### src/logic/atm_pkg.sv
// Package: constants and types of the auto transfer mode sequencer
package atm_pkg;

   // ----------------------------------------------------------------
   // Register indices (byte address is four times the index)
   // ----------------------------------------------------------------
   localparam logic [13:0] IDX_CTRL0 = 14'h3FD0; // Transfer control reg zero
   localparam logic [13:0] IDX_CTRL1 = 14'h3FD1; // Transfer control reg one
   localparam logic [13:0] IDX_COUNT = 14'h3FD2; // Transfer count reg
   localparam logic [13:0] IDX_P0_LOW = 14'h3FD3; // Pointer 0 low byte
   localparam logic [13:0] IDX_P0_MID = 14'h3FD4; // Pointer 0 middle byte
   localparam logic [13:0] IDX_P0_HIGH = 14'h3FD5; // Pointer 0 upper 2 bits
   localparam logic [13:0] IDX_P1_LOW = 14'h3FD6; // Pointer 1 low byte
   localparam logic [13:0] IDX_P1_MID = 14'h3FD7; // Pointer 1 middle byte
   localparam logic [13:0] IDX_P1_HIGH = 14'h3FD8; // Pointer 1 upper 2 bits

   // ----------------------------------------------------------------
   // Field positions
   // ----------------------------------------------------------------
   localparam int CTRL0_MODE_LSB = 0; // Mode field, 4 bits
   localparam int CTRL0_FIXED_BIT = 4; // Fixed pointer bit
   localparam int CTRL1_STOP_BIT = 0; // Burst stop enable
   localparam int CTRL1_START_BIT = 1; // Software activation, reads zero
   localparam int CTRL1_BUSY_BIT = 6; // Sequence running, read only
   localparam int CTRL1_HALT_BIT = 7; // Burst halted, read only

   // ----------------------------------------------------------------
   // Reset values and fixed codes
   // ----------------------------------------------------------------
   localparam logic [4:0] CTRL0_RESET = 5'h00; // Mode 0, fixed bit clear
   localparam logic CTRL1_RESET = 1'b0; // Burst stop disabled
   localparam logic [7:0] COUNT_RESET = 8'h00; // Count zero, no activation
   localparam logic [17:0] PTR_RESET = 18'h00000; // Pointers cleared
   localparam logic [9:0] IO_PAGE = 10'h03F; // Upper bits of I/O space
   localparam logic [3:0] MODE_BURST_E = 4'hE; // First burst mode

   // ----------------------------------------------------------------
   // Types
   // ----------------------------------------------------------------
   typedef enum logic [1:0] {
      ST_IDLE,
      ST_REQ,
      ST_LOAD,
      ST_STORE
   } atm_phase_t;

   typedef struct packed {
      logic [4:0] ctrl0; // Mode and fixed bit
      logic stop_en; // Burst stop enable
      logic [7:0] count; // Transfer count
      logic [17:0] p0; // Pointer 0
      logic [17:0] p1; // Pointer 1
      logic ack; // Bus answer this cycle
      logic [31:0] rdata; // Registered read data
      logic start; // Software activation pulse
   } atm_regs_state_t;

   typedef struct packed {
      atm_phase_t phase; // Sequencer phase
      logic step; // Byte index within an activation
      logic halted; // Burst stopped by external interrupt 0
      logic irq; // Completion pulse
      logic [17:0] addr; // Bus address
      logic rd; // Load strobe
      logic wr; // Store strobe
      logic [7:0] wdata; // Store data
   } atm_seq_state_t;

endpackage : atm_pkg

### src/logic/atm_sequencer.sv
// Mode sequencer of the auto transfer controller, with its registers
// Function
// - Sixteen modes chosen by control reg zero
// - Modes 0-D standard, E and F burst
// - Standard: one operation, count down, release bus
// - Standard: count zero raises interrupt, stops
// - Finished sequence ignores further trigger events
// - Burst: count down per byte, interrupt at zero
// - Stop enable halts burst on interrupt flag
// - Halt keeps count and both pointers
// - Next activation resumes halted burst
// - I/O address is page 03F plus pointer 1 low
// - Mode 0: memory to I/O, no increment
// - Mode 1: I/O to memory, no increment
// - Mode 2: memory to I/O, pointer 0 increments
// - Mode 3: I/O to memory, pointer 0 increments
// - Mode 4: two bytes to even, odd I/O
// - Mode 5: even, odd I/O into memory
// - Mode 6: I/O in, then memory out, increments
// - Mode 6 runs up to 255 activations
// - Each byte is a load then a store
// - Request bus, transfer only after grant
// - Refuse activation while count is zero
// - Fixed pointer bit stops pointer 0 increments
//
// Local design decisions: register access over Avalon-MM and the register addresses.
`timescale 1ns/100ps
module atm_sequencer
   import atm_pkg::*;
(
   input wire logic core_clk, // System clock, 20 MHz
   input wire logic reset, // Synchronous reset, high
   input wire logic clk_en, // Freezes state when low
   input wire logic [15:0] avs_address, // Register byte address
   input wire logic avs_read, // Register read
   input wire logic avs_write, // Register write
   input wire logic [31:0] avs_writedata, // Register write data
   input wire logic [3:0] avs_byteenable, // Register byte lanes
   output logic [31:0] avs_readdata, // Register read data
   output logic avs_waitrequest, // Register stall
   input wire logic trigger_event, // Selected activation factor pulse
   input wire logic ext_int0_request_flag, // External interrupt 0 flag
   output logic bus_request, // Ask the core for the bus
   input wire logic bus_grant, // Core has released the bus
   output logic [17:0] mem_addr, // Internal bus address
   output logic mem_rd, // Load cycle strobe
   output logic mem_wr, // Store cycle strobe
   output logic [7:0] mem_wdata, // Store data
   input wire logic [7:0] mem_rdata, // Load data
   input wire logic mem_ready, // Bus cycle finishes this edge
   output logic transfer_done_irq // Completion pulse
);

   // ----------------------------------------------------------------
   // Register file
   // ----------------------------------------------------------------
   logic [3:0] mode; // Selected mode
   logic fixed_bit; // Pointer 0 frozen
   logic stop_en; // Burst stop enable
   logic [7:0] count; // Transfer count
   logic [17:0] p0; // Pointer 0
   logic [17:0] p1; // Pointer 1
   logic sw_start; // Software activation
   logic cnt_dec; // Count down strobe
   logic p0_inc; // Pointer 0 step strobe
   logic p1_inc; // Pointer 1 step strobe
   atm_seq_state_t s_reg; // Registered state
   atm_seq_state_t s_next; // Next state

   atm_regs u_regs (
      .core_clk(core_clk),
      .reset(reset),
      .clk_en(clk_en),
      .avs_address(avs_address),
      .avs_read(avs_read),
      .avs_write(avs_write),
      .avs_writedata(avs_writedata),
      .avs_byteenable(avs_byteenable),
      .avs_readdata(avs_readdata),
      .avs_waitrequest(avs_waitrequest),
      .hw_cnt_dec(cnt_dec),
      .hw_p0_inc(p0_inc),
      .hw_p1_inc(p1_inc),
      .st_busy(s_reg.phase != ST_IDLE),
      .st_halted(s_reg.halted),
      .mode(mode),
      .fixed_pointer_bit(fixed_bit),
      .burst_stop_enable(stop_en),
      .count(count),
      .p0(p0),
      .p1(p1),
      .sw_start(sw_start)
   );

   // ----------------------------------------------------------------
   // Mode decode
   // ----------------------------------------------------------------
   logic burst; // Burst mode selected
   logic two_byte; // Two bytes per activation
   logic p0_steps; // Mode moves pointer 0
   logic last_byte; // Current byte steps the count: last byte of a standard activation, or any burst byte
   logic start; // Activation event
   logic [17:0] p0_after; // Pointer 0 after this byte
   logic [17:0] p1_after; // Pointer 1 after this byte

   assign burst = (mode >= MODE_BURST_E);
   assign two_byte = (mode == 4'h4) || (mode == 4'h5) || (mode == 4'h6);
   assign p0_steps = ((mode >= 4'h2) && (mode <= 4'h6)) || burst;
   assign last_byte = burst || !two_byte || s_reg.step;
   assign start = trigger_event | sw_start;
   assign p0_after = p0_inc ? p0 + 18'h00001 : p0;
   assign p1_after = p1_inc ? p1 + 18'h00001 : p1;

   // Source side is I/O for modes 1, 3, 5 and the first byte of mode 6
   function automatic logic src_io(input logic [3:0] m, input logic st);
      src_io = (m == 4'h1) || (m == 4'h3) || (m == 4'h5) ||
         ((m == 4'h6) && !st);
   endfunction : src_io

   // I/O page address; the second byte of modes 4/5 takes the odd one
   function automatic logic [17:0] io_addr(input logic [17:0] q1,
      input logic [3:0] m, input logic st);
      logic [7:0] lo;
      lo = q1[7:0];
      if (st && (m == 4'h4 || m == 4'h5)) begin
         lo = q1[7:0] + 8'h01;
      end
      io_addr = {IO_PAGE, lo};
   endfunction : io_addr

   // Burst copies pointer 0 to the full pointer 1 address
   function automatic logic [17:0] src_addr(input logic [17:0] q0,
      input logic [17:0] q1, input logic [3:0] m, input logic st);
      src_addr = src_io(m, st) ? io_addr(q1, m, st) : q0;
   endfunction : src_addr

   function automatic logic [17:0] dst_addr(input logic [17:0] q0,
      input logic [17:0] q1, input logic [3:0] m, input logic st);
      if (m >= MODE_BURST_E) begin
         dst_addr = q1;
      end else if (src_io(m, st)) begin
         dst_addr = q0;
      end else begin
         dst_addr = io_addr(q1, m, st);
      end
   endfunction : dst_addr

   // ----------------------------------------------------------------
   // Hardware update strobes, taken when a store finishes
   // ----------------------------------------------------------------
   always_comb begin
      cnt_dec = 1'b0;
      p0_inc = 1'b0;
      p1_inc = 1'b0;
      if (s_reg.phase == ST_STORE && mem_ready && clk_en) begin
         p0_inc = p0_steps && !fixed_bit;
         p1_inc = burst;
         cnt_dec = last_byte;
      end
   end

   // ----------------------------------------------------------------
   // Sequencer next state
   // ----------------------------------------------------------------
   always_comb begin
      s_next = s_reg;
      s_next.irq = 1'b0;
      unique case (s_reg.phase)
         ST_IDLE: begin
            // Zero count refuses activation, so a finished run stays put
            if (start && count != 8'h00) begin
               s_next.phase = ST_REQ;
               s_next.halted = 1'b0;
               s_next.step = 1'b0;
            end
         end
         ST_REQ: begin
            // Bus is only touched once the core grants it
            if (bus_grant) begin
               s_next.phase = ST_LOAD;
               s_next.rd = 1'b1;
               s_next.addr = src_addr(p0, p1, mode, s_reg.step);
            end
         end
         ST_LOAD: begin
            if (mem_ready) begin
               s_next.phase = ST_STORE;
               s_next.rd = 1'b0;
               s_next.wr = 1'b1;
               s_next.wdata = mem_rdata;
               s_next.addr = dst_addr(p0, p1, mode, s_reg.step);
            end
         end
         ST_STORE: begin
            if (mem_ready) begin
               s_next.wr = 1'b0;
               if (last_byte && count == 8'h01) begin
                  s_next.irq = 1'b1;
                  s_next.phase = ST_IDLE;
               end else if (burst && stop_en && ext_int0_request_flag) begin
                  // Pointers and count step for this byte on this same edge
                  s_next.halted = 1'b1;
                  s_next.phase = ST_IDLE;
               end else if (burst || !last_byte) begin
                  s_next.step = !burst;
                  s_next.phase = ST_LOAD;
                  s_next.rd = 1'b1;
                  s_next.addr = src_addr(p0_after, p1_after, mode,
                     !burst);
               end else begin
                  s_next.phase = ST_IDLE;
               end
            end
         end
      endcase
   end

   // ----------------------------------------------------------------
   // State register
   // ----------------------------------------------------------------
   always_ff @(posedge core_clk) begin
      if (reset) begin
         s_reg <= '0;
         s_reg.phase <= ST_IDLE;
      end else if (clk_en) begin
         s_reg <= s_next;
      end
   end

   // Request stands from activation until the bus is handed back
   assign bus_request = (s_reg.phase != ST_IDLE);
   assign mem_addr = s_reg.addr;
   assign mem_rd = s_reg.rd;
   assign mem_wr = s_reg.wr;
   assign mem_wdata = s_reg.wdata;
   assign transfer_done_irq = s_reg.irq;
endmodule : atm_sequencer

### src/logic/atm_regs.sv
// Avalon-MM register file of the auto transfer mode sequencer
`timescale 1ns/100ps
module atm_regs
   import atm_pkg::*;
(
   input wire logic core_clk, // System clock
   input wire logic reset, // Synchronous reset, high
   input wire logic clk_en, // Freezes state when low
   input wire logic [15:0] avs_address, // Byte address
   input wire logic avs_read, // Read request
   input wire logic avs_write, // Write request
   input wire logic [31:0] avs_writedata, // Write data
   input wire logic [3:0] avs_byteenable, // Byte lanes
   output logic [31:0] avs_readdata, // Read data
   output logic avs_waitrequest, // Stall
   input wire logic hw_cnt_dec, // Count down by one
   input wire logic hw_p0_inc, // Pointer 0 up by one
   input wire logic hw_p1_inc, // Pointer 1 up by one
   input wire logic st_busy, // Sequence running
   input wire logic st_halted, // Burst halted
   output logic [3:0] mode, // Mode field
   output logic fixed_pointer_bit, // Pointer 0 frozen
   output logic burst_stop_enable, // Burst stop enable
   output logic [7:0] count, // Transfer count
   output logic [17:0] p0, // Pointer 0
   output logic [17:0] p1, // Pointer 1
   output logic sw_start // Software activation pulse
);

   // ----------------------------------------------------------------
   // State
   // ----------------------------------------------------------------
   atm_regs_state_t s_reg; // Registered state
   atm_regs_state_t s_next; // Next state
   logic [13:0] idx; // Word index
   logic req; // Access pending
   logic wr_ok; // Write takes effect now
   logic [7:0] wb; // Low write byte

   assign idx = avs_address[15:2];
   assign req = avs_read | avs_write;
   assign wr_ok = avs_write & s_reg.ack & avs_byteenable[0]; // At stall low
   assign wb = avs_writedata[7:0];

   // Every access answers on the cycle after it is raised; a low clock
   // enable keeps the stall up so a frozen write is never lost
   assign avs_waitrequest = req & ~(s_reg.ack & clk_en);
   assign avs_readdata = s_reg.rdata;
   assign mode = s_reg.ctrl0[CTRL0_MODE_LSB +: 4];
   assign fixed_pointer_bit = s_reg.ctrl0[CTRL0_FIXED_BIT];
   assign burst_stop_enable = s_reg.stop_en;
   assign count = s_reg.count;
   assign p0 = s_reg.p0;
   assign p1 = s_reg.p1;
   assign sw_start = s_reg.start;

   // ----------------------------------------------------------------
   // Next state: hardware updates first, software writes override
   // ----------------------------------------------------------------
   always_comb begin
      s_next = s_reg;
      s_next.start = 1'b0;
      s_next.ack = req & ~s_reg.ack;
      // Hardware side; a software write in the same cycle wins
      if (hw_cnt_dec) begin
         s_next.count = s_reg.count - 8'h01;
      end
      if (hw_p0_inc) begin
         s_next.p0 = s_reg.p0 + 18'h00001;
      end
      if (hw_p1_inc) begin
         s_next.p1 = s_reg.p1 + 18'h00001;
      end
      // Write decode; unmapped writes are dropped
      if (wr_ok) begin
         unique case (idx)
            IDX_CTRL0: s_next.ctrl0 = wb[4:0];
            IDX_CTRL1: begin
               s_next.stop_en = wb[CTRL1_STOP_BIT];
               s_next.start = wb[CTRL1_START_BIT];
            end
            IDX_COUNT: s_next.count = wb;
            IDX_P0_LOW: s_next.p0[7:0] = wb;
            IDX_P0_MID: s_next.p0[15:8] = wb;
            IDX_P0_HIGH: s_next.p0[17:16] = wb[1:0];
            IDX_P1_LOW: s_next.p1[7:0] = wb;
            IDX_P1_MID: s_next.p1[15:8] = wb;
            IDX_P1_HIGH: s_next.p1[17:16] = wb[1:0];
            default: s_next.start = 1'b0; // Unmapped
         endcase
      end
      // Read decode; unmapped reads answer zero
      s_next.rdata = 32'h00000000;
      if (avs_read & ~s_reg.ack) begin
         unique case (idx)
            IDX_CTRL0: s_next.rdata[4:0] = s_reg.ctrl0;
            IDX_CTRL1: begin
               s_next.rdata[CTRL1_STOP_BIT] = s_reg.stop_en;
               s_next.rdata[CTRL1_BUSY_BIT] = st_busy;
               s_next.rdata[CTRL1_HALT_BIT] = st_halted;
            end
            IDX_COUNT: s_next.rdata[7:0] = s_reg.count;
            IDX_P0_LOW: s_next.rdata[7:0] = s_reg.p0[7:0];
            IDX_P0_MID: s_next.rdata[7:0] = s_reg.p0[15:8];
            IDX_P0_HIGH: s_next.rdata[1:0] = s_reg.p0[17:16];
            IDX_P1_LOW: s_next.rdata[7:0] = s_reg.p1[7:0];
            IDX_P1_MID: s_next.rdata[7:0] = s_reg.p1[15:8];
            IDX_P1_HIGH: s_next.rdata[1:0] = s_reg.p1[17:16];
            default: s_next.rdata = 32'h00000000; // Unmapped
         endcase
      end
   end

   // ----------------------------------------------------------------
   // State register
   // ----------------------------------------------------------------
   always_ff @(posedge core_clk) begin
      if (reset) begin
         s_reg <= '0;
         s_reg.ctrl0 <= CTRL0_RESET;
         s_reg.stop_en <= CTRL1_RESET;
         s_reg.count <= COUNT_RESET;
         s_reg.p0 <= PTR_RESET;
         s_reg.p1 <= PTR_RESET;
      end else if (clk_en) begin
         s_reg <= s_next;
      end
   end

endmodule : atm_regs

### config.mk
export PLATFORM = sky130hd
export DESIGN_NAME = atm_sequencer
export DESIGN_NICKNAME = d
export VERILOG_FILES = /design/src/logic/atm_pkg.sv /design/src/logic/atm_sequencer.sv /design/src/logic/atm_regs.sv
export SDC_FILE = /design/constraint.sdc
export NUM_CORES = 1
export LEC_CHECK = 0
export BUFFER_PORTS_ARGS = -buffer_cell sky130_fd_sc_hd__buf_4
export CORE_AREA = 2 2 169 121
export DETAILED_ROUTE_END_ITERATION = 10
export DIE_AREA = 0 0 171 123
export PLACE_DENSITY = 0.58
export SETUP_SLACK_MARGIN = 0.4
export SYNTH_ARGS = -nofsm -noshare
export SYNTH_HDL_FRONTEND = slang
export SYNTH_SLANG_ARGS = --single-unit
### constraint.sdc
create_clock -name core_clk -period 2.7 [get_ports core_clk]
set_input_delay 0.135 -clock core_clk [delete_from_list [all_inputs] [get_ports core_clk]]
set_output_delay 0.135 -clock core_clk [all_outputs]
set_load 0.05 [all_outputs]
==> results.md, run 1 <==
- Crit end category: flop
- Final setup viols: 0
- Largest net degree at the start of global routing: 71
- Iteration-0 DRC count of the detailed router: 902
- Global-route usage over all layers: 0.271
- Mapped cell area: 7280 um^2
- Skew final: 0.00763 ns
- Gate Count Post-Synth: 996
- Die Wd: 171 um
- Top Ports: 132
- FFs w/ async S/R, synth: 0
- CTS tree: yes
- Status: finished, final reports clean
- Pleak: 3.16 nW
- Yosys top cell by area: dfxtp_1
- Clock buffer count from CTS: 9
- Ys Warns: 0
- Arrival @ worst endpoint: 2.59 ns
- Worst Path Max Fanout: 12
- Slew at the pin with the worst max-slew slack: 0.732 ns
- Reg2Reg Launch Point: u_regs.mode[3]
- Final hold slack: 0.0153 ns
- Initial antenna violation count: 0
- Synthesis-stage register bit count: 93
- Quantity of hold-fixing buffers added after cts: 0
- GP Congestion: 0.961
- Max cap viols: 0
- Clock root cell: clkbuf_16
- Post-DRT Antenna Nets: 0
- Final worst path period share: 0.852
- H-tree levels: 3
- Ys flop type: dfxtp_1
- Die ar.: 21,000 um^2
- WHS Path Cells: 3
- Crit path kind: flop to flop
- Hold_sp: mem_rdata[7]
- VDD IR max: 0.000318 V
- Clk slew on worst S/H paths: 0.07 ns
- Clock tree sinks: 93
- FP Rows: 43
- HP Class: input pin to flop
- Min Tclk post-route: 2.30 ns
- Gr ovfl total: 0
- FF-to-FF setup slack: 0.40 ns
- Area contributors post-synth: dfxtp_1 26%, a21oi_1 6.5%, buf_4 6.3%
- HPWL Detailed: 21,100 um
- Antenna cells: 0
- Final #Nets: 1,121
- Final wirelength: 28,300 um
- CTS Buffer Depth: 2
- Sequential element share of the synthesized area: 0.256
- CORE AREA: 19,500 um^2
- Worst path required time: 2.99 ns
- Vias in the first global route: 7,173
- Reg2reg path depth: 8
- P&R area growth vs syn: 17.3%
- Fmax: 0.434 GHz
- Reg2reg end: mem_addr[11]
- Starting Density: 0.374
- Final Hold Fails: 0
- Post-synthesis cell type count: 76
- Via-to-Cell Ratio: 6.06
- Syn Area/Cell: 7.31 um^2
- First-pass DRT Iterations: 6
- Share of cells above drive strength 1: 0.215
- Wirelength per Cell: 21.4 um
- Startpoint types: flop
- Hold EP: mem_wdata[7]
- Relative slew slack: 0.512
- Worst-skew pair later-pin latency: 0.36 ns
- Sum Neg Setup Slack: 0 ns
- PortBufs: 78
- EDFF count, synth: 0
- Power Density: 352 nW/um^2
- Vias post-DR: 8,006
- RSZ-0062 raised after global routing: yes
- Die span in y: 123 um
- Post-synth top area share: 0.256
- Fin. max-slew vios: 0
- DRC: 0
- First-pass GRT wire length: 43,100 um
metal layers:
layer | vias up | global-route usage | part of all wire
met3 | 73 | 0.0739 | 0.11
met1 | 3773 | 0.404 | 0.46
met5 | - | 0 | 0
li1 | 3709 | - | -
met2 | 451 | 0.370 | 0.40
met4 | 0 | 0.0890 | 0.031
cell usage in the layout (no fill, tap or decap), types with 5 or more instances in the layout:
cell type and n:
a211oi_1 24, a21o_1 5, a21oi_1 94, a221oi_1 7
a22oi_1 12, a31o_2 5, a31oi_1 12, and2_1 20
and3_1 23, and4_1 5, buf_4 163, clkbuf_16 9
conb_1 24, dfxtp_1 86, ha_1 5, inv_1 17
mux2i_1 19, nand2_1 86, nand2b_1 12, nand3_1 39
nand4_1 18, nor2_1 69, nor2b_1 6, nor3_1 30
nor4_1 12, o211ai_1 9, o21ai_0 79, o221ai_1 10
o22ai_1 11, o31ai_1 6, o41ai_1 5, or3_1 6
xnor2_1 17, xor2_1 8
final cells by class:
cell class              count  area (um^2)
fillers                  2025        10900
multi-input cells         763         4740
flip-flops and latches     93         1880
repair buffers            163         1220
well taps                 270          338
clock buffers              10          239
clock inverters             6         68.8
inverters                  17         63.8
worst max-delay path: stages (launching register included):
cell and delay, ns:
dfxtp_4 0.40, buf_4 0.19, nand2b_1 0.16, o2111ai_2 0.15
buf_4 0.23, or4_1 0.59, a31oi_1 0.19, o221ai_1 0.17
a21oi_1 0.15
where the power goes:
part / leakage [nW] / internal [W] / switching, W
clock: 0.149 / 0.000752 / 0.000625
sequential: 0.753 / 0.00137 / 0.00000113
combinational: 2.26 / 0.0000604 / 0.000203
total: 3.16 / 0.00218 / 0.000829
cells in the mapped netlist, drive strengths merged, types with 19 or more instances:
| cell | n |
|---|---|
| a211oi | 25 |
| a21oi | 95 |
| and2 | 20 |
| and3 | 23 |
| buf | 93 |
| clkbuf | 53 |
| dfxtp | 93 |
| mux2i | 19 |
| nand2 | 86 |
| nand3 | 41 |
| nand4 | 19 |
| nor2 | 70 |
| nor3 | 33 |
| o21ai | 80 |
| xnor2 | 19 |
metrics by stage:
stage | area, um^2 | util | total power (W) | cells | worst slack, ns
3_5_place_dp | 8050 | 0.413 | 0.00166 | 1295 | 0.00901
6_report | 8550 | 0.439 | 0.00301 | 1322 | 0.398
4_1_cts | 8380 | 0.430 | 0.00304 | 1311 | 0.433
5_1_grt | 8550 | 0.439 | 0.00310 | 1322 | 0.341
3_3_place_gp | 8050 | 0.413 | 0.00166 | 1295 | 0.0718
2_1_floorplan | 7370 | - | 0.00159 | 1019 | 0.571
kinds of logic after synthesis:
group                    count (synthesis)  synth area share
buffers and inverters                  163             0.120
other                                    1          0.000515
flip-flops                              93             0.256
multiplexers                            24            0.0354
AND/OR/NAND/NOR                        366             0.271
XOR/XNOR                                27            0.0325
adder cells (fa/ha/maj)                  5           0.00859
AO/OA/AOI/OAI                          317             0.276
timing repair:
action / in CTS / in global routing
gates resized for setup: 8 / 20
hold endpoints to repair: 0 / 0
endpoints found under the setup margin: 35 / 38
gates cloned: 0 / 0
pin swaps: 0 / 3
buffers inserted: 0 / 11
how the worst max path moves through the flow:
stage               depth (start not counted)            from           end  slack, ns
floorplan                                  11  u_regs.mode[1]   mem_addr[4]       0.57
global placement                            7  u_regs.mode[1]   mem_addr[9]       0.07
detailed placement                          7  u_regs.mode[1]   mem_addr[9]      0.009
CTS                                        10       s_reg[32]   mem_addr[1]       0.43
global route                               10  u_regs.mode[1]   mem_addr[4]       0.34
finish                                      8  u_regs.mode[3]  mem_addr[11]       0.40
(Power assumes the default switching activity.)
==> inputs of run 2 (changes only) <==
--- a/config.mk
+++ b/config.mk
@@ -5,8 +5,9 @@
 export SDC_FILE = /design/constraint.sdc
 export NUM_CORES = 1
 export LEC_CHECK = 0
-export BUFFER_PORTS_ARGS = -buffer_cell sky130_fd_sc_hd__buf_4
+export BUFFER_PORTS_ARGS = -buffer_cell sky130_fd_sc_hd__buf_2
 export CORE_AREA = 2 2 169 121
+export CTS_CLUSTER_SIZE = 28
 export DETAILED_ROUTE_END_ITERATION = 10
 export DIE_AREA = 0 0 171 123
 export PLACE_DENSITY = 0.58
==> run 2 against run 1 <==
Die area stayed put; maximum frequency is 3.9% higher; largest cell class unchanged; flip-flop and latch count stayed put; largest power group unchanged.
==> results.md, run 2 (synthesis gave the netlist of run 1 again) <==
- Status: finished, final reports clean
- Vias in the first global route: 6,877 (-4.1%)
- Power Density: 365 nW/um^2 (+3.5%)
- Post-DRT Antenna Nets: 0 (unchanged)
- Clock root cell: clkbuf_16
- Worst path required time: 2.93 ns (-0.06 ns)
- First-pass GRT wire length: 42,400 um (-1.6%)
- Multi-input logic area: 4760 um^2 (+0.58%)
- VDD IR max: 0.000247 V (-23%)
- CTS tree: yes
- HPWL Detailed: 20,800 um (-1.5%)
- Power Total: 0.00304 W (+1.1%)
- Clk slew on worst S/H paths: 0.07 ns (about the same)
- H-tree levels: 3 (unchanged)
- Relative slew slack: 0.513 (+0.00110)
- Starting Density: 0.374 (unchanged)
- Wirelength per Cell: 21.5 um (+0.42%)
- FP Rows: 43 (unchanged)
- Crit path kind: flop to flop
- First-pass DRT Iterations: 6 (unchanged)
- Startpoint types: flop
- Largest net degree at the start of global routing: 71 (unchanged)
- Antenna cells: 0 (unchanged)
- FF-to-FF setup slack: 0.48 ns (+0.09 ns)
- Pleak: 3.08 nW (-2.4%)
- RSZ-0062 raised after global routing: yes
- CORE AREA: 19,500 um^2 (unchanged)
- P&R area growth vs syn: 14.6%
- Via-to-Cell Ratio: 6.09 (+0.61%)
- PortBufs: 78 (unchanged)
- Worst Path Max Fanout: 9 (-3)
- Vias post-DR: 7,994 (-0.15%)
- Crit end category: flop
- Iteration-0 DRC count of the detailed router: 963 (+6.8%)
- Final setup viols: 0 (unchanged)
- Layout fillers: 2,083 (+2.9%)
- Clock tree sinks: 93 (unchanged)
- Die ar.: 21,000 um^2 (unchanged)
- Max cap viols: 0 (unchanged)
- Slew at the pin with the worst max-slew slack: 0.730 ns (-0.00165 ns)
- Worst-skew pair later-pin latency: 0.37 ns (about the same)
- Most common cell after layout, fill and taps aside: a21oi_1
- Final wirelength: 28,200 um (-0.34%)
- CTS Buffer Depth: 2 (unchanged)
- DRC: 0 (unchanged)
- Share of cells above drive strength 1: 0.209 (-0.00562)
- Top Ports: 132 (unchanged)
- Die Wd: 171 um (unchanged)
- Final core utilization: 0.429 (-0.0102)
- Clock buffer count from CTS: 9 (unchanged)
- Arrival @ worst endpoint: 2.44 ns (-0.15 ns)
- Min Tclk post-route: 2.22 ns (-0.0863 ns)
- HP Class: input pin to flop
- Skew final: 0.00834 ns (+0.000709 ns)
- Global-route usage over all layers: 0.268 (-0.00314)
- FF/Latch Area: 1870 um^2 (-0.20%)
- GP Congestion: 0.950 (-1.1%)
- Gr ovfl total: 0 (unchanged)
- Commonest cells after routing, fill and taps aside: 93 x a21oi_1, 87 x dfxtp_1, 85 x nand2_1, 79 x o21ai_0, 78 x buf_2
- Final #Nets: 1,111 (-0.89%)
- Die span in y: 123 um (unchanged)
- Initial antenna violation count: 0 (unchanged)
- Final Hold Fails: 0 (unchanged)
- Fmax: 0.451 GHz (+3.9%)
- Final worst path period share: 0.821 (-0.0320)
- Fin. max-slew vios: 0 (unchanged)
run 2: power by group:
group          switching [W]  leakage, nW  total [W]  internal (W)
registers         0.00000124        0.753    0.00137       0.00137
clock network       0.000610        0.153    0.00142      0.000813
logic               0.000204         2.18   0.000250     0.0000460
total               0.000815         3.08    0.00304       0.00223
run 2: timing repair:
| item | 4_1_cts | 5_1_grt |
|---|---|---|
| hold buffers | 3 | 0 |
| endpoints found under the setup margin | 30 | 29 |
| resized for setup | 8 | 28 |
| pin swaps | 0 | 2 |
| buffers inserted | 0 | 2 |
| hold endpoints to repair | 3 | 0 |
run 2: layer usage:
metal / wire [um] / share of wire / vias to the layer above / global-route usage
met1: 12800 / 0.45 / 3796 / 0.407
met3: 3330 / 0.12 / 55 / 0.0579
met5: 0 / 0 / - / 0
met4: 613 / 0.022 / 0 / 0.0704
met2: 11500 / 0.41 / 465 / 0.376
li1: - / - / 3678 / -
run 2: final timing paths:
path                                      from            to  depth (start not counted)
worst max-delay path            u_regs.mode[2]   mem_addr[9]                          8
worst min-delay path              mem_rdata[2]  mem_wdata[2]                          3
worst max register to register  u_regs.mode[2]   mem_addr[9]                          8
worst min register to register    mem_wdata[1]  mem_wdata[1]                          2
run 2: worst max-delay path, cell delays in order, from the launching register on:
cell and delay [ns]:
dfxtp_1 0.34, buf_4 0.19, buf_4 0.18, o2111a_1 0.30, buf_4 0.19, nand3_1 0.09, xnor2_1 0.15, a2111oi_1 0.53
nor3_1 0.09
run 2: cell type report:
| class | instances | area share |
|---|---|---|
| repair buffers | 153 | 0.119 |
| flip-flops and latches | 93 | 0.225 |
| multi-input cells | 763 | 0.571 |
| inverters | 17 | 0.00764 |
| clock buffers | 10 | 0.0274 |
| clock inverters | 6 | 0.0103 |
| well taps | 270 | 0.0405 |
run 2: metrics by stage:
stage | setup TNS (ns) | setup slack, ns | hold slack [ns] | area, um^2 | cells
after CTS | 0 | 0.344 | 0.00134 | 8200 | 1310
after floorplan | 0 | 0.571 | 0.271 | 7370 | 1019
after detailed placement | -0.00814 | -0.00814 | 0.383 | 7840 | 1291
final | 0 | 0.485 | 0.00583 | 8350 | 1312
after global routing | 0 | 0.327 | 0.00775 | 8350 | 1312
after global placement | -0.0132 | -0.0132 | 0.377 | 7840 | 1291
